--- src/rps_pkg.sv ---
// Purpose: shared constants and types for the reset and start-up sequencer
// Assumes: pclk at 100 MHz
// Notes:   register map is reached over APB, one 32-bit word per register
package rps_pkg;

  localparam int unsigned CLK_MHZ          = 100;
  localparam int unsigned SETTLE_DELAY_MS  = 72;
  localparam int unsigned SETTLE_CYCLES    = SETTLE_DELAY_MS * 1000 * CLK_MHZ;
  localparam int unsigned DIP_MIN_US       = 100;
  localparam int unsigned DIP_MIN_CYCLES   = DIP_MIN_US * CLK_MHZ;
  localparam int unsigned OSC_SETTLE_COUNT = 1024;
  localparam int unsigned PIN_FILTER_CYC   = 8;

  localparam logic [15:0] IRQ_VECTOR       = 16'h0004;
  localparam logic [15:0] RESET_VECTOR     = 16'h0000;

  localparam logic [7:0] OFS_CFG           = 8'h00;
  localparam logic [7:0] OFS_STATUS        = 8'h04;
  localparam logic [7:0] OFS_KEEP          = 8'h08;
  localparam logic [7:0] OFS_SCRATCH       = 8'h0C;

  localparam int unsigned CFG_SETTLE_EN    = 0;
  localparam int unsigned CFG_DIP_EN       = 1;
  localparam int unsigned CFG_OSC_LSB      = 2;
  localparam logic [3:0]  CFG_RESET        = 4'h3;
  localparam logic [31:0] SCRATCH_RESET    = 32'h0000_0000;

  typedef enum logic [1:0] {
    OSC_RC, OSC_LOWFREQ, OSC_CRYSTAL, OSC_FAST
  } rps_osc_mode_t;

  typedef enum logic [2:0] {
    KIND_NONE, KIND_SUPPLY_RISE, KIND_PIN_RUN, KIND_PIN_SLEEP,
    KIND_WDOG_RUN, KIND_WDOG_WAKE, KIND_SUPPLY_DIP
  } rps_kind_t;

  typedef struct packed {
    logic watchdog_expiry_flag;
    logic sleep_entered_flag;
  } rps_flags_t;

  typedef struct packed {
    logic        core_reset;
    logic        wake;
    logic        vector_irq;
    rps_kind_t   kind;
  } rps_core_ctl_t;

endpackage

--- src/rps_dip_detect.sv ---
// Purpose: qualifies a low-supply indication against the minimum dip duration
// Assumes: detector input asynchronous, high while supply below threshold
// Notes:   dips shorter than the minimum are dropped
`timescale 1ns/1ps
module rps_dip_detect
  import rps_pkg::*;
#(
  parameter int unsigned DIP_CYCLES = DIP_MIN_CYCLES
) (
  // clock and reset
  input  wire logic pclk,
  input  wire logic presetn,
  // detector
  input  wire logic below_threshold,
  input  wire logic dip_enable,
  output logic      dip_low,
  output logic      dip_reset
);
  logic        s1_reg, s2_reg;
  logic [15:0] cnt_reg, cnt_next;
  logic        hold_reg, hold_next;

  always_ff @(posedge pclk or negedge presetn) begin
    if (!presetn) begin
      s1_reg <= 1'b0;
      s2_reg <= 1'b0;
    end else begin
      s1_reg <= below_threshold;
      s2_reg <= s1_reg;
    end
  end

  always_comb begin
    cnt_next  = 16'h0000;
    hold_next = hold_reg && s2_reg && dip_enable;
    if (s2_reg && dip_enable) begin
      cnt_next = cnt_reg + 16'h0001;
      if (cnt_reg >= 16'(DIP_CYCLES - 1)) begin
        cnt_next  = cnt_reg;
        hold_next = 1'b1;
      end
    end
  end

  always_ff @(posedge pclk or negedge presetn) begin
    if (!presetn) begin
      cnt_reg  <= 16'h0000;
      hold_reg <= 1'b0;
    end else begin
      cnt_reg  <= cnt_next;
      hold_reg <= hold_next;
    end
  end

  // once qualified, reset holds while supply stays low
  assign dip_reset = hold_reg;
  assign dip_low   = s2_reg && dip_enable;
endmodule

--- src/rps_sequencer.sv ---
// Purpose: merges reset sources, runs settle delays, keeps cause flags
// Assumes: detectors and watchdog are separate; osc input sampled on pclk
// Notes:   settle delay is counted on pclk standing in for the RC clock
//
// Function
// - classify six reset kinds and report the latest one
// - keep-group register never loaded by any reset
// - ordinary registers reset on all kinds except watchdog wake-up
// - update expiry and sleep flags per reset kind
// - filter external pin so short pulses are ignored
// - watchdog reset acts internally, never drives the pin
// - supply-rise detector starts a supply-rise reset
// - settle timer gives fixed 72 ms delay, from supply-rise
// - chip held in reset while settle timer runs
// - config bit selects whether settle timer is used
// - after settle, count 1024 oscillator input cycles
// - oscillator count only in crystal modes, after supply-rise or wake
// - dip enable bit switches dip reset on or off
// - supply below threshold longer than minimum causes reset
// - stay in reset until supply recovers, then settle delay
// - new dip during settle restarts process and timer
// - dip enable forces settle timer on
// - settle first, then oscillator count, then release
// - pin held low past delays releases execution at once; a pin low during settle or oscillator count pauses those timers instead
// - interrupt wake with global enable loads interrupt vector
// - sleep flag set on power-up, cleared by sleep
// - expiry flag cleared on watchdog time-out
`timescale 1ns/1ps
module rps_sequencer
  import rps_pkg::*;
#(
  parameter int unsigned SETTLE_CYC = SETTLE_CYCLES
) (
  // apb slave
  input  wire logic        pclk,
  input  wire logic        presetn,
  input  wire logic        psel,
  input  wire logic        penable,
  input  wire logic        pwrite,
  input  wire logic [7:0]  paddr,
  input  wire logic [31:0] pwdata,
  output logic      [31:0] prdata,
  output logic             pready,
  output logic             pslverr,
  // reset sources
  input  wire logic        supply_rise,
  input  wire logic        external_reset_pin_n,
  input  wire logic        below_threshold,
  input  wire logic        watchdog_timeout,
  // core events
  input  wire logic        sleep_exec,
  input  wire logic        irq_wake,
  input  wire logic        global_irq_enable,
  input  wire logic        oscillator_input,
  // outputs to chip
  output logic             core_reset_n,
  output logic             regs_reset_n,
  output logic             wake_pulse,
  output logic [15:0]      start_vector,
  output rps_flags_t       flags,
  output rps_kind_t        reset_kind,
  output logic             external_reset_pin_oe
);
  typedef enum logic [2:0] {
    ST_SETTLE, ST_OSC, ST_HOLD, ST_RUN, ST_SLEEP
  } rps_state_t;

  function automatic logic osc_needs_count(input logic [1:0] m);
    return (m != 2'(OSC_RC));
  endfunction

  logic pin_reset, dip_reset, dip_low;
  logic [3:0]  cfg_reg, cfg_next;
  logic por_s1_reg, por_s2_reg, wd_s1_reg, wd_s2_reg, osc_s1_reg, osc_s2_reg, osc_s3_reg;
  logic irq_s1_reg, irq_s2_reg;

  rps_sync_filter u_filter (
    .pclk                 (pclk),
    .presetn              (presetn),
    .external_reset_pin_n (external_reset_pin_n),
    .pin_reset            (pin_reset)
  );

  rps_dip_detect u_dip (
    .pclk            (pclk),
    .presetn         (presetn),
    .below_threshold (below_threshold),
    .dip_enable      (cfg_reg[CFG_DIP_EN]),
    .dip_low         (dip_low),
    .dip_reset       (dip_reset)
  );

  // analogue and foreign-domain levels pass two flops first
  always_ff @(posedge pclk or negedge presetn) begin
    if (!presetn) begin
      por_s1_reg <= 1'b0;
      por_s2_reg <= 1'b0;
      wd_s1_reg  <= 1'b0;
      wd_s2_reg  <= 1'b0;
      irq_s1_reg <= 1'b0;
      irq_s2_reg <= 1'b0;
      osc_s1_reg <= 1'b0;
      osc_s2_reg <= 1'b0;
      osc_s3_reg <= 1'b0;
    end else begin
      por_s1_reg <= supply_rise;
      por_s2_reg <= por_s1_reg;
      wd_s1_reg  <= watchdog_timeout;
      wd_s2_reg  <= wd_s1_reg;
      irq_s1_reg <= irq_wake;
      irq_s2_reg <= irq_s1_reg;
      osc_s1_reg <= oscillator_input;
      osc_s2_reg <= osc_s1_reg;
      osc_s3_reg <= osc_s2_reg;
    end
  end

  logic osc_rise;
  assign osc_rise = osc_s2_reg && !osc_s3_reg;

  logic        wd_prev_reg;
  logic        wd_event;
  assign wd_event = wd_s2_reg && !wd_prev_reg;

  rps_state_t  state_reg, state_next;
  logic [31:0] settle_reg, settle_next;
  logic [10:0] osc_cnt_reg, osc_cnt_next;
  rps_kind_t   kind_reg, kind_next;
  rps_flags_t  flags_reg, flags_next;
  logic        regs_rst_reg, regs_rst_next;
  logic        wake_reg, wake_next;
  logic [15:0] vec_reg, vec_next;
  logic [31:0] scratch_reg, scratch_next;
  logic [31:0] keep_reg, keep_next;
  logic        settle_en;

  assign settle_en = cfg_reg[CFG_SETTLE_EN] || cfg_reg[CFG_DIP_EN];

  always_comb begin
    state_next    = state_reg;
    settle_next   = settle_reg;
    osc_cnt_next  = osc_cnt_reg;
    kind_next     = kind_reg;
    flags_next    = flags_reg;
    regs_rst_next = 1'b0;
    wake_next     = 1'b0;
    vec_next      = vec_reg;
    if (por_s2_reg) begin
      state_next    = ST_SETTLE;
      settle_next   = 32'h0000_0000;
      osc_cnt_next  = 11'h000;
      kind_next     = KIND_SUPPLY_RISE;
      flags_next    = '{watchdog_expiry_flag: 1'b1, sleep_entered_flag: 1'b1};
      regs_rst_next = 1'b1;
      vec_next      = RESET_VECTOR;
    end else if (dip_low) begin
      // restart settle while supply is low again
      if (dip_reset || state_reg == ST_SETTLE) begin
        state_next    = ST_SETTLE;
        settle_next   = 32'h0000_0000;
        osc_cnt_next  = 11'h000;
        regs_rst_next = 1'b1;
        if (dip_reset) begin
          kind_next  = KIND_SUPPLY_DIP;
          flags_next = '{watchdog_expiry_flag: 1'b1, sleep_entered_flag: 1'b1};
          vec_next   = RESET_VECTOR;
        end
      end
    end else if (pin_reset) begin
      // pin low holds the core; settle and oscillator timers pause underneath
      if (state_reg == ST_RUN || state_reg == ST_SLEEP) begin
        kind_next  = (state_reg == ST_SLEEP) ? KIND_PIN_SLEEP : KIND_PIN_RUN;
        flags_next.sleep_entered_flag = (state_reg != ST_SLEEP);
        vec_next   = RESET_VECTOR;
        state_next = ST_HOLD;
      end
      regs_rst_next = 1'b1;
    end
    if (!por_s2_reg && !dip_low && !pin_reset) begin
      unique case (state_reg)
        ST_SETTLE: begin
          if (!settle_en || settle_reg >= SETTLE_CYC - 1) begin
            state_next = (kind_reg == KIND_SUPPLY_RISE && osc_needs_count(cfg_reg[3:2])) ? ST_OSC : ST_RUN;
          end else begin
            settle_next = settle_reg + 32'h0000_0001;
          end
        end
        ST_OSC: begin
          if (osc_rise) begin
            osc_cnt_next = osc_cnt_reg + 11'h001;
          end
          if (osc_cnt_reg == 11'(OSC_SETTLE_COUNT)) begin
            state_next = ST_RUN;
            wake_next  = (kind_reg == KIND_WDOG_WAKE) || (kind_reg == KIND_NONE);
          end
        end
        ST_HOLD: begin
          // pin released: delays already past, run at once
          state_next = ST_RUN;
        end
        ST_RUN: begin
          if (wd_event) begin
            kind_next     = KIND_WDOG_RUN;
            flags_next    = '{watchdog_expiry_flag: 1'b0, sleep_entered_flag: 1'b1};
            regs_rst_next = 1'b1;
            vec_next      = RESET_VECTOR;
          end else if (sleep_exec) begin
            state_next    = ST_SLEEP;
            flags_next    = '{watchdog_expiry_flag: 1'b1, sleep_entered_flag: 1'b0};
          end
        end
        ST_SLEEP: begin
          if (wd_event || irq_s2_reg) begin
            kind_next = wd_event ? KIND_WDOG_WAKE : KIND_NONE;
            if (wd_event) begin
              flags_next.watchdog_expiry_flag = 1'b0;
            end
            vec_next = (!wd_event && global_irq_enable) ? IRQ_VECTOR : vec_reg;
            osc_cnt_next = 11'h000;
            // wake never reloads ordinary registers
            state_next = osc_needs_count(cfg_reg[3:2]) ? ST_OSC : ST_RUN;
            wake_next  = !osc_needs_count(cfg_reg[3:2]);
          end
        end
      endcase
    end
  end

  always_ff @(posedge pclk or negedge presetn) begin
    if (!presetn) begin
      state_reg    <= ST_SETTLE;
      settle_reg   <= 32'h0000_0000;
      osc_cnt_reg  <= 11'h000;
      kind_reg     <= KIND_SUPPLY_RISE;
      flags_reg    <= '{watchdog_expiry_flag: 1'b1, sleep_entered_flag: 1'b1};
      regs_rst_reg <= 1'b1;
      wake_reg     <= 1'b0;
      vec_reg      <= RESET_VECTOR;
      wd_prev_reg  <= 1'b0;
    end else begin
      state_reg    <= state_next;
      settle_reg   <= settle_next;
      osc_cnt_reg  <= osc_cnt_next;
      kind_reg     <= kind_next;
      flags_reg    <= flags_next;
      regs_rst_reg <= regs_rst_next;
      wake_reg     <= wake_next;
      vec_reg      <= vec_next;
      wd_prev_reg  <= wd_s2_reg;
    end
  end

  // apb: zero wait states, unmapped offsets error
  logic wr_en, acc, mapped;
  assign acc    = psel && penable;
  assign wr_en  = acc && pwrite;
  assign mapped = (paddr == OFS_CFG) || (paddr == OFS_STATUS) || (paddr == OFS_KEEP) || (paddr == OFS_SCRATCH);

  always_comb begin
    cfg_next     = cfg_reg;
    scratch_next = scratch_reg;
    keep_next    = keep_reg;
    if (wr_en && paddr == OFS_CFG) cfg_next = pwdata[3:0];
    if (wr_en && paddr == OFS_SCRATCH) scratch_next = pwdata;
    if (wr_en && paddr == OFS_KEEP) keep_next = pwdata;
    if (regs_rst_reg) scratch_next = SCRATCH_RESET;
  end

  // config straps hold across internal resets; only presetn loads them
  always_ff @(posedge pclk or negedge presetn) begin
    if (!presetn) begin
      cfg_reg     <= CFG_RESET;
      scratch_reg <= SCRATCH_RESET;
    end else begin
      cfg_reg     <= cfg_next;
      scratch_reg <= scratch_next;
    end
  end

  // keep group has no reset at all
  always_ff @(posedge pclk) begin
    keep_reg <= keep_next;
  end

  always_comb begin
    prdata = 32'h0000_0000;
    if (acc && !pwrite) begin
      unique case (paddr)
        OFS_CFG:     prdata = {28'h0000000, cfg_reg};
        OFS_STATUS:  prdata = {23'h000000, state_reg, kind_reg, flags_reg, 1'b0};
        OFS_KEEP:    prdata = keep_reg;
        OFS_SCRATCH: prdata = scratch_reg;
        default:     prdata = 32'h0000_0000;
      endcase
    end
  end

  assign pready                = 1'b1;
  assign pslverr               = acc && !mapped;
  assign core_reset_n          = (state_reg == ST_RUN) || (state_reg == ST_SLEEP);
  assign regs_reset_n          = !regs_rst_reg;
  assign wake_pulse            = wake_reg;
  assign start_vector          = vec_reg;
  assign flags                 = flags_reg;
  assign reset_kind            = kind_reg;
  assign external_reset_pin_oe = 1'b0;
endmodule

--- src/rps_sync_filter.sv ---
// Purpose: two-flop synchroniser and low-level filter for the external reset pin
// Assumes: pin active low, asynchronous to pclk
// Notes:   short low glitches never reach the output
`timescale 1ns/1ps
module rps_sync_filter
  import rps_pkg::*;
(
  // clock and reset
  input  wire logic pclk,
  input  wire logic presetn,
  // pin and result
  input  wire logic external_reset_pin_n,
  output logic      pin_reset
);
  logic       s1_reg, s2_reg;
  logic [7:0] cnt_reg, cnt_next;
  logic       out_reg, out_next;

  always_ff @(posedge pclk or negedge presetn) begin
    if (!presetn) begin
      s1_reg <= 1'b1;
      s2_reg <= 1'b1;
    end else begin
      s1_reg <= external_reset_pin_n;
      s2_reg <= s1_reg;
    end
  end

  always_comb begin
    cnt_next = 8'h00;
    out_next = 1'b0;
    if (!s2_reg) begin
      cnt_next = (cnt_reg == 8'(PIN_FILTER_CYC)) ? cnt_reg : cnt_reg + 8'h01;
      out_next = (cnt_reg == 8'(PIN_FILTER_CYC));
    end
  end

  always_ff @(posedge pclk or negedge presetn) begin
    if (!presetn) begin
      cnt_reg <= 8'h00;
      out_reg <= 1'b0;
    end else begin
      cnt_reg <= cnt_next;
      out_reg <= out_next;
    end
  end

  assign pin_reset = out_reg;
endmodule

--- config.mk ---
export PLATFORM = sky130hd
export DESIGN_NAME = rps_sequencer
export DESIGN_NICKNAME = d
export VERILOG_FILES = /design/src/rps_pkg.sv /design/src/rps_dip_detect.sv /design/src/rps_sequencer.sv /design/src/rps_sync_filter.sv
export SDC_FILE = /design/constraint.sdc
export NUM_CORES = 1
export LEC_CHECK = 0
export ABC_AREA = 1
export ABC_CLOCK_PERIOD_IN_PS = 3850
export BUFFER_PORTS_ARGS = -buffer_cell sky130_fd_sc_hd__buf_2
export CORE_MARGIN = 2
export CORE_UTILIZATION = 63
export DETAILED_ROUTE_END_ITERATION = 7
export GPL_ROUTABILITY_DRIVEN = 0
export GPL_TIMING_DRIVEN = 0
export PLACE_DENSITY_LB_ADDON = 0.05
export SETUP_SLACK_MARGIN = 0.2
export SLEW_MARGIN = 25
export SYNTH_ARGS = -nofsm -noshare
export SYNTH_HDL_FRONTEND = slang
export SYNTH_SLANG_ARGS = --single-unit
--- constraint.sdc ---
create_clock -name pclk -period 3.85 [get_ports pclk]
set_input_delay 1.155 -clock pclk [delete_from_list [all_inputs] [get_ports pclk]]
set_output_delay 1.155 -clock pclk [all_outputs]
set_load 0.1 [all_outputs]
# --- Word-level counts from Yosys, hierarchy flattened ---
# Index checks and enable logic that the tools add are counted.
word_totals:
  word_cells: 178
  output_inout_bits: 59
  regBits: 177
  in_bits: 53
op_classes:
  reduce_logical: 41
  n_lt_le_gt_ge: 2
  n_eq_ne: 15
  muxes: 86
  addsub: 4
ops:
  columns: ["cell", "n"]
  rows:
  - ["two-way mux 32 bit", 9]
  - ["two-way mux 16 bit", 12]
  - ["case mux 32 bit (4 select lines)", 1]
  - ["two-way mux 11 bit", 6]
  - ["two-way mux 3 bit", 21]
  - ["adder 32 x 1 -> 32 bit, second input constant", 1]
  - ["greater-or-equal comparator 32 x 23 -> 1 bit, second input constant", 1]
  - ["case mux 16 bit (2 select lines)", 1]
  - ["== test 8 x 4 -> 1 bit, second input constant", 3]
  - ["case mux 11 bit (2 select lines)", 1]
  - ["two-way mux 1 bit", 21]
  - ["adder 16 x 1 -> 16 bit, second input constant", 1]
  - ["greater-or-equal comparator 16 x 14 -> 1 bit, second input constant", 1]
  - ["logical AND 1 bit", 16]
  - ["two-way mux 2 bit", 8]
  - ["two-way mux 8 bit", 2]
  - ["case mux 3 bit (5 select lines)", 1]
  - ["adder 11 x 1 -> 11 bit, second input constant", 1]
  - ["== test 11 bit, second input constant", 1]
  - ["zero test 1 bit", 11]
  - ["logical OR 1 bit", 9]
  - ["adder 8 x 1 -> 8 bit, second input constant", 1]
  - ["== test 8 x 3 -> 1 bit, second input constant", 1]
  - ["zero test 8 bit", 1]
  - ["11 further kinds", 17]

# --- Depth between registers and ports, before layout ---
# Gate-level depths: netlist (run 1).
logic_depth:
  ltp_word: 10
  depth_mapped: 14
  depth_no_buf: 14

# --- Hierarchy ---
# From an unflattened synthesis (run 1), not the netlist that was laid out.
hier_totals:
  hier_cells: 1128
  area_unflattened_um2: 9013.6
modules_own_cells:
  columns: ["module", "seq_area_each_um2", "area_each_um2", "instances", "cells_each"]
  rows:
  - ["rps_sequencer", 3846.2, 7374.6, 1, 907]
  - ["rps_dip_detect", 475.5, 1097.3, 1, 153]
  - ["rps_sync_filter", 277.8, 541.8, 1, 68]

# --- Worst setup path after synthesis (run 1) ---
# OpenSTA, ideal clock, no wires.
synth_timing:
  path_kind: "input -> output"
  start: "input paddr[1]"
  end: "output prdata[11]"
  stages: 7
  required_ps: 2695
  arrival_ps: 3584
  slack_ps: -889
  n_path_buf: 1
  cell_sequence: "or2_1 > inv_2 > nand2_1 > nor3_2 > inv_2 > buf_2 > a21oi_1"
synth_between:
  elab_chain_cells: 3
  elab_cells_between_ends: 6
  classes_between: "eq/ne: 3; mux: 2; reduce/logical: 1"
synth_rtl:
  columns: ["item", "line_no", "source"]
  rows:
  - ["start, declared", "rps_sequencer.sv:40", "input wire logic [7:0] paddr,"]
  - ["== test 8 x 4 -> 1 bit, or another cell as far along", "rps_sequencer.sv:288", "unique case (paddr)"]
  - ["case mux 32 bit (4 select lines) (*)", "rps_sequencer.sv:288", null]
  - ["two-way mux 32 bit (*)", "rps_sequencer.sv:287", "if (acc && !pwrite) begin"]
  - ["end, declared", "rps_sequencer.sv:42", "output logic [31:0] prdata,"]
# Every way passes the cells marked *; elsewhere a longest branch is shown, timed or not.

# --- Worst setup path after layout (run 1) ---
layout_timing:
  start: "input paddr[1]"
  end: "output prdata[0]"
# Same word-level chain as after synthesis.

==> summary.md, run 1 <==
| Metric | Value |
|---|---|
| Die Wd | 121 um |
| Area leader, netlist | dfrtp_1 |
| Synth cell types | 47 |
| CTS tree | done |
| Flops & latches, synth | 177 |
| Iteration-0 DRC Markers | 1580 |
| H-tree depth | 4 |
| IO Port Bufs | 109 |
| Synth area leaders | dfrtp_1 39%, edfxtp_1 11%, nand2_1 9.6% |
| Peak Freq | roughly 250 MHz |
| Clk sinks | 177 |
| Clock power frac | 39.8% |
| Final Util | 88.6% |
| Worst Reg-to-Reg Cells | 11 |
| Max VDD drop | between 0.3 and 0.4 mV |
| Fraction of layout cells with a size suffix above 1 | around 27% |
| Site row count | 42 |
| Clock Pin Slew Worst Setup and Hold Paths | 0.07 ns |
| I/O pins | 112 |
| Tcrit/Tclk final | 103% |
| Number of global-route vias before repair | 8419 |
| Crit path launch type | primary input |
| WS Path Type | primary input to primary output |
| Violations in the final reports | setup timing |
| Synthesized cell area | ~0.0087 sq mm |
| Non-filler cells, final | 1412 |
| Core area | 0.0133 sq mm |
| Gate Count Post-Synth | ~1100 |
| Syn avg cell area | 8.19 sq um |
| Most common cell after layout, fill and taps aside | nand2_1 |
| Max cap viols | 0 |
| Crit. End Element | primary output |
| Net Count, Synth | between 1000 and 1500 |
| Final Hold Vio Count | 0 |
| Pwr Density | 387 mW/mm^2 |
| Hold Slack | 0.353 ns |
| Sw frac | between 30 and 40% |
| FILL cells | 551 |
| Die H | 121 um |
| # DRC | 0 |
| DR WL/cell | about 24 um |
| Vias | 9186 |
| Final nets | 1281 |
| Worst R2R End | u_dip.cnt_reg[7] |
| Post-DP HPWL | 14400 um |
| Reg2Reg Setup Slack | 1.40 ns |
| Slew headroom | 40.6% |
| Worst-Skew Late Latency | 0.47 ns |
| P_sw | 0.00149 W |
| Final WS setup | -0.128 ns |
| Largest net degree at the start of global routing | 91 |
| Power, Total | between 0.004 and 0.005 W |
| Initial DRT Pass Iterations | 7 |
| Min-delay src | wd_s1_reg |
| First-pass GRT wire length | ~44000 um |
| CTS buffer count | 17 |
| Hold WC Path Type | flip-flop to flip-flop |
| Crit path DAT | roughly 2.8 ns |
| Grt ovf | 0 |
| Commonest non-fill, non-tap cells in the layout | 171 x nand2_1, 170 x inv_1, 137 x dfrtp_1, 96 x nor2_1, 83 x o21ai_0 |
| Final Critical Period | 3.98 ns |
| Leak pwr | roughly 5.4 nW |
| Hold path depth | 0 |
| Vias per cell | approximately 6.5 |
| Top cell type's share of synthesized area | 39.5% |
| Sequential share of power | 45.3% |
| Initial Utilization | 65.1% |
| Crit Path Max Fanout | 5 |
| Comb power frac | 14.9% |
| Critical register-to-register path startpoint | u_dip.cnt_reg[0] |
| DRT antenna net count | 0 |
| Total track usage | about two fifths |
| Tightest Pin Transition | 0.882 ns |
| RSZ-0062 raised after global routing | true |
| Placed Instances | between 1000 and 1500 |
| WL final | 33800 um |
| Root Buffer | clkbuf_16 |
| Die Area | between 0.01 and 0.015 sq mm |
| Worst Skew | 0.0185 ns |
| Worst hold endpoint | wd_s2_reg |
| CTS Buffer Depth | 2 |
| Syn-to-layout area delta | 36.2% |
| Total number of yosys warnings | 0 |
| CP required | 2.69 ns |
| Initial antenna violation count | 0 |
| Sequential-to-total area share from yosys stat | 53.0% |
| Pint | roughly 0.0031 W |
| Slew Limit Fails | 0 |
| Status | finished, violations left |
| Setup violators final | 27 |
[worst max-delay path by stage]
stage,to,cells past startpoint,startpoint
CTS,prdata[2],11,paddr[0]
global route,prdata[0],12,paddr[1]
detailed placement,prdata[14],10,paddr[5]
floorplan,prdata[11],7,paddr[1]
global placement,keep_reg[25],6,paddr[7]
finish,prdata[0],12,paddr[1]
[cells by family after synthesis]
family,after synthesis,synth area share [%]
fa+ha+maj,6,0.864
compound gates,182,11.5
flops,177,53.0
buf+inv,216,9.78
simple gates,468,23.9
other cells,2,0.0865
xor+xnor,9,0.908
[power groups by stage]
stage          clock network [W]  logic (W)  registers (W)
2_1_floorplan                  0   0.000359        0.00213
3_3_place_gp                   0   0.000581        0.00208
3_5_place_dp                   0   0.000596        0.00208
4_1_cts                  0.00176   0.000613        0.00204
5_1_grt                  0.00188   0.000725        0.00208
6_report                 0.00182   0.000680        0.00207
[worst max-delay path, cell delays in order]
cell,delay [ns]
buf_6,0.09
or2_4,0.27
inv_4,0.09
buf_4,0.11
nand4_1,0.13
inv_2,0.17
buf_6,0.17
nand2_2,0.06
o211ai_1,0.12
nand2_1,0.16
clkinvlp_4,0.12
buf_12,0.17
[synth_stat cells (all sizes together)]
master	n
nand3	77
nor4	5
ha	6
nand4	20
a311oi	1
clkbuf	10
clkinv	1
and3	1
conb	2
dfstp	8
or2	1
o221ai	2
nor3b	1
a21oi	56
o311ai	1
o31ai	5
nor3	23
o211ai	5
dfrtp	137
xnor2	1
a22oi	1
a31oi	1
and2	1
a21o	1
buf	17
nor2	109
o22ai	10
inv	188
edfxtp	32
nand2	230
o21bai	2
xor2	8
o21ai	97
[area by class of cell]
class	instances	area (sq um)	area share, %
sequential	177	4600	38.9
inverter	189	753	6.37
tap	176	220	1.86
antenna	1	2.50	0.0211
timing repair buffer	143	1500	12.7
clock inverter	13	133	1.12
clock buffer	19	475	4.02
multi-input combinational	667	3890	32.9
buffer	27	250	2.11
[per-stage QoR]
step / setup TNS [ns] / cell area (sq um) / worst slack [ns]
finish: -1.33 / 11800 / -0.128
global route: -1.62 / 11800 / -0.124
CTS: 0 / 11400 / 0.115
detailed placement: -16.64 / 9910 / -0.630
global placement: -89.58 / 9840 / -0.578
floorplan: -0.345 / 9070 / -0.0173
[what timing repair did]
item / 4_1_cts / 5_1_grt
gates resized for setup: 176 / 89
pin swaps: 12 / 31
endpoints found under the setup margin: 32 / 32
cloned: 5 / 3
hold buffers: 0 / 0
buffers inserted: 18 / 6
[layer usage]
| metal | routed length (um) | GRT usage [%] |
|---|---|---|
| met4 | 3170 | 20.0 |
| met3 | 3750 | 8.41 |
| met1 | 11000 | 46.2 |
| met5 | 33 | 0 |
| met2 | 15800 | 66.4 |
No activity file was read; power rests on OpenSTA's default activity.
==> run 2, diff against run 1 <==
Settings changed: CORE_ASPECT_RATIO set to 1.1.
==> summary.md, run 2 (synthesis gave the netlist of run 1 again) <==
| Metric | Value |
|---|---|
| Status | finished, violations left |
| Violations in the final reports | setup timing |
| Comb power frac | ~14% |
| Pre-CTS WS | -0.522 ns |
| Final Critical Period | ~4.0 ns |
| Die H | 127 um |
| CTS tree | done |
| Initial Utilization | 63.7% |
| Total track usage | 37.7% |
| Worst Path Buf+Inv | 6 |
| Grt ovf | 0 |
| # DRC | 0 |
| First-pass GRT wire length | 42600 um |
| Die Area | roughly 0.015 sq mm |
| CP top delay family | buffers and inverters |
| Setup violators final | 30 |
| CP Cell Sequence | buf_6 -> or2_4 -> inv_4 -> buf_4 -> nand2_4 -> nor3_4 -> inv_6 -> buf_12 -> a21oi_4 -> buf_12 |
| CP most frequent cell | buf_12 |
| Final nets | 1273 |
| H-tree depth | 4 |
| Crit-path max cell delay | 0.30 ns |
| Crit Path Max Fanout | 10 |
| Vias per cell | 6.04 |
| Most common cell after layout, fill and taps aside | nand2_1 |
| Initial antenna violation count | 0 |
| Final Util | 84.9% |
| Largest net degree at the start of global routing | 81 |
| Hold Slack | 0.352 ns |
| Tightest Pin Transition | 0.649 ns |
| CTS buffer count | 17 |
| WL final | 29500 um |
| Iteration-0 DRC Markers | a little under 1000 |
| Core area | between 0.01 and 0.015 sq mm |
| Final WS setup | -0.107 ns |
| I/O pins | 112 |
| Sw frac | 29.3% |
| Post-Layout Inst Area | between 0.01 and 0.015 sq mm |
| Number of global-route vias before repair | 8316 |
| Sequential share of power | ~45% |
| Max VDD drop | 0.374 mV |
| Vias | roughly 8600 |
| CTS Buffer Depth | 2 |
| Clk sinks | 177 |
| Hold-fix buffers, CTS | 0 |
| Max cap viols | 0 |
| Post-DP Area | 0.00992 sq mm |
| Slew headroom | 56.7% |
| Final Hold Vio Count | 0 |
| IO Port Bufs | 109 |
| Worst-Skew Late Latency | 0.44 ns |
| DR WL/cell | 20.8 um |
| Commonest non-fill, non-tap cells in the layout | 196 x nand2_1, 170 x inv_1, 137 x dfrtp_1, 97 x nor2_1, 83 x o21ai_0 |
| Hold WC Path Type | flip-flop to flip-flop |
| Site row count | 45 |
| Worst Skew | 0.0130 ns |
| Ant diodes | 0 |
| Pint | 0.00327 W |
| Die Wd | 116 um |
| Clock Pin Slew Worst Setup and Hold Paths | 0.07 ns |
| Non-filler cells, final | between 1000 and 1500 |
| Pwr Density | 399 mW/mm^2 |
| RSZ-0062 raised after global routing | true |
| Crit path DAT | 2.80 ns |
| Leak pwr | 5.17 nW |
| Peak Freq | approximately 250 MHz |
| CP required | 2.69 ns |
| CP max-delay cell | nor3_4 |
| Post-DP HPWL | ~14000 um |
| Fraction of layout cells with a size suffix above 1 | 24.7% |
| WS Path Type | primary input to primary output |
| Syn-to-layout area delta | 33.3% |
| Root Buffer | clkbuf_16 |
| Placed Instances | 1359 |
| DRT antenna net count | 0 |
| Clock power frac | 41.3% |
| Crit path launch type | primary input |
| Slew Limit Fails | 0 |
| Initial DRT Pass Iterations | 7 |
| Crit. End Element | primary output |
| Tcrit/Tclk final | 103% |
| P_sw | 0.00135 W |
[run 2: final timing paths]
path	start	to	slack (ns)	depth (start not counted)
max	paddr[1]	prdata[24]	-0.11	10
min	u_dip.s1_reg	u_dip.s2_reg	0.35	0
max reg2reg	u_dip.cnt_reg[0]	u_dip.cnt_reg[4]	1.75	11
min reg2reg	u_dip.s1_reg	u_dip.s2_reg	0.35	0
max in group asynchronous	presetn	cfg_reg[1]	2.39	2
min in group asynchronous	presetn	u_dip.cnt_reg[6]	0.67	1
[run 2: cell type report]
cell class              count  area (sq um)
well taps                 188           235
clock inverters            12           161
flip-flops and latches    177          4600
repair buffers            135          1360
fillers                   705          2050
plain buffers              27           235
clock buffers              20           489
inverters                 189           748
multi-input cells         667          3750
[run 2: worst reg2reg max path: stages (launching register included)]
cell and delay, ns:
dfrtp_1 0.44, ha_1 0.20, nand2_1 0.08, nor2_2 0.23, inv_1 0.09, nand4_1 0.10, nand2_1 0.07, nand2_2 0.18
inv_2 0.15, nor2_4 0.16, inv_2 0.10, o21ai_0 0.20
[run 2: power by group through the flow]
stage | clock, W | combinational (W) | sequential (W)
after floorplan | 0 | 0.000359 | 0.00213
after global placement | 0 | 0.000579 | 0.00207
after detailed placement | 0 | 0.000592 | 0.00207
after CTS | 0.00189 | 0.000602 | 0.00205
after global routing | 0.00199 | 0.000703 | 0.00207
final | 0.00191 | 0.000652 | 0.00206
[run 2: timing repair]
action	in CTS	in global routing
buffers inserted	13	6
endpoints found under the setup margin	32	32
pin swaps	21	17
resized for setup	185	32
gates cloned	4	1
[run 2: through the flow]
step	setup TNS, ns	total power [W]
after CTS	0	0.00454
after detailed placement	-13.27	0.00267
after floorplan	-0.345	0.00249
after global placement	-86.65	0.00265
after global routing	-2.09	0.00476
final	-1.95	0.00462
[run 2: metal layers]
| metal | track usage, % | part of all wire, % | up-vias |
|---|---|---|---|
| met2 | 64.6 | 49 | 625 |
| met3 | 9.11 | 9.5 | 180 |
| met5 | 0 | 0 | - |
| met1 | 44.7 | 35 | 4017 |
| met4 | 17.4 | 6.4 | 0 |
| li1 | - | - | 3729 |
==> run 3, diff against run 2 <==
Settings changed: CTS_CLUSTER_DIAMETER set to 150, SKIP_CTS_REPAIR_TIMING set to 1.
==> summary.md, run 3 (synthesis gave the netlist of run 1 again) <==
| Metric | Value |
|---|---|
| Die H | 127 um |
| Site row count | 45 |
| Peak Freq | 255 MHz |
| Root Buffer | clkbuf_16 |
| Die Wd | 116 um |
| Post-Layout Inst Area | around 0.011 sq mm |
| P_sw | 0.00131 W |
| CP top delay family | buffers and inverters |
| CP required | around 2.7 ns |
| Clock power frac | 41.5% |
| CTS Buffer Depth | 2 |
| # DRC | 0 |
| Metal3 WL | approximately 1600 um |
| Core area | 0.0136 sq mm |
| CP Cell Sequence | buf_6 -> or2_4 -> inv_4 -> nand4_1 -> inv_2 -> clkbuf_4 -> nand2_1 -> a21oi_4 -> buf_12 |
| Initial Utilization | between 60% and 70% |
| Crit-path max cell delay | 0.28 ns |
| Tightest Pin Transition | 0.557 ns |
| Grt ovf | 0 |
| Final Critical Period | 3.91 ns |
| Final WS setup | -0.0642 ns |
| Worst-Skew Late Latency | between 0.4 and 0.5 ns |
| Max VDD drop | 0.353 mV |
| Worst Path Buf+Inv | 5 |
| First-pass GRT wire length | 33300 um |
| Max Used Layer | met4 |
| H-tree depth | 4 |
| Number of global-route vias before repair | 7229 |
| Slew Limit Fails | 0 |
| Non-filler cells, final | 1405 |
| Post-DP HPWL | 14200 um |
| DRT antenna net count | 0 |
| RSZ-0062 raised after global routing | true |
| Crit path DAT | 2.76 ns |
| WL final | 24400 um |
| Slew headroom | 62.9% |
| Most common cell after layout, fill and taps aside | nand2_1 |
| Iteration-0 DRC Markers | 674 |
| Pre-CTS WS | -0.522 ns |
| Sw frac | between 20% and 30% |
| Setup violators final | 7 |
| I/O pins | between 100 and 150 |
| Clock Pin Slew Worst Setup and Hold Paths | 0.06 ns |
| Reg2Reg Setup Slack | ~1.7 ns |
| Die Area | 0.0147 sq mm |
| Initial DRT Pass Iterations | 5 |
| Hold WC Path Type | flip-flop to flip-flop |
| Placed Instances | 1359 |
| CTS tree | done |
| Post-Route M1 WL | 9320 um |
| Tcrit/Tclk final | 102% |
| Crit Path Max Fanout | 10 |
| Final nets | 1263 |
| Worst Skew | 0.0194 ns |
| Clk sinks | around 180 |
| Syn-to-layout area delta | 30.0% |
| IO Port Bufs | 109 |
| Commonest non-fill, non-tap cells in the layout | 216 x nand2_1, 171 x inv_1, 137 x dfrtp_1, 96 x nor2_1, 85 x o21ai_0 |
| Final Util | slightly above 80% |
| Crit. End Element | primary output |
| Status | finished, violations left |
| Pint | 0.00327 W |
| Ant diodes | 0 |
| Largest net degree at the start of global routing | 81 |
| Final Hold Vio Count | 0 |
| Comb power frac | 13.8% |
| Vias per cell | between 5 and 6 |
| Initial antenna violation count | 0 |
| Reg area | 0.00460 sq mm |
| Max cap viols | 0 |
| Leak pwr | 4.89 nW |
| Sequential share of power | 44.7% |
| CTS buffer count | 17 |
| Violations in the final reports | setup timing |
| Total track usage | ~29% |
| Vias | around 8000 |
| Post-DP Area | 0.00992 sq mm |
| Wire length on met2 | 12700 um |
| WS Path Type | primary input to primary output |
| Multi-input logic area | 0.00362 sq mm |
| Pwr Density | 405 mW/mm^2 |
| Crit path launch type | primary input |
| FILL cells | 800 |
| Fraction of layout cells with a size suffix above 1 | between 20% and 30% |
| CP max-delay cell | or2_4 |
| DR WL/cell | 17.4 um |
[run 3: cell count changes in the layout (fill, tap and decap cells not counted), moves of 2 or more]
cell,previous run,this run
o21ai_2,4,1
buf_6,9,6
buf_8,2,4
nand2_4,20,5
buf_16,3,1
buf_4,19,16
nand2_2,14,9
buf_12,37,35
clkbuf_8,4,1
o21ai_0,83,85
nand2_1,196,216
[run 3: layer usage]
| layer | GRT usage [%] | vias up |
|---|---|---|
| li1 | - | 3704 |
| met1 | 36.6 | 3825 |
| met2 | 48.5 | 379 |
| met3 | 7.21 | 71 |
| met4 | 10.1 | 0 |
| met5 | 0 | - |
[run 3: path summary, 6_finish.rpt]
kind	cells after the start	startpoint	end
worst max-delay path	9	paddr[1]	prdata[17]
min in group asynchronous	1	presetn	u_dip.cnt_reg[6]
worst max register to register	11	u_dip.cnt_reg[0]	u_dip.cnt_reg[4]
worst min register to register	0	u_dip.s1_reg	u_dip.s2_reg
worst min-delay path	0	u_dip.s1_reg	u_dip.s2_reg
max in group asynchronous	2	presetn	cfg_reg[1]
[run 3: layout make-up]
class	instances	area share, %
clock inverter	12	1.43
clock buffer	20	4.33
tap	188	2.08
inverter	189	6.58
multi-input combinational	667	32.1
timing repair buffer	125	10.8
sequential	177	40.7
buffer	27	1.93
[run 3: power by group through the flow]
| stage | combinational (W) | clock [W] | sequential [W] |
|---|---|---|---|
| 2_1_floorplan | 0.000359 | 0 | 0.00213 |
| 3_3_place_gp | 0.000579 | 0 | 0.00207 |
| 3_5_place_dp | 0.000592 | 0 | 0.00207 |
| 4_1_cts | 0.000598 | 0.00189 | 0.00204 |
| 5_1_grt | 0.000687 | 0.00199 | 0.00205 |
| 6_report | 0.000630 | 0.00190 | 0.00205 |
[run 3: worst register-to-register path: cells and delay by family, from the launching register on]
| family | cells | cell delay (ns) |
|---|---|---|
| AND/OR/NAND/NOR | 6 | 0.84 |
| flip-flops | 1 | 0.44 |
| buffers and inverters | 3 | 0.35 |
| adder cells (fa/ha/maj) | 1 | 0.21 |
| AO/OA/AOI/OAI | 1 | 0.20 |
[run 3: metrics by stage]
stage	TNS (ns)	power, W	hold slack (ns)
6_report	-0.172	0.00458	0.351
3_3_place_gp	-86.65	0.00265	0.333
5_1_grt	-0.920	0.00473	0.359
3_5_place_dp	-13.27	0.00267	0.336
4_1_cts	-13.46	0.00453	0.352
2_1_floorplan	-0.345	0.00249	0.331
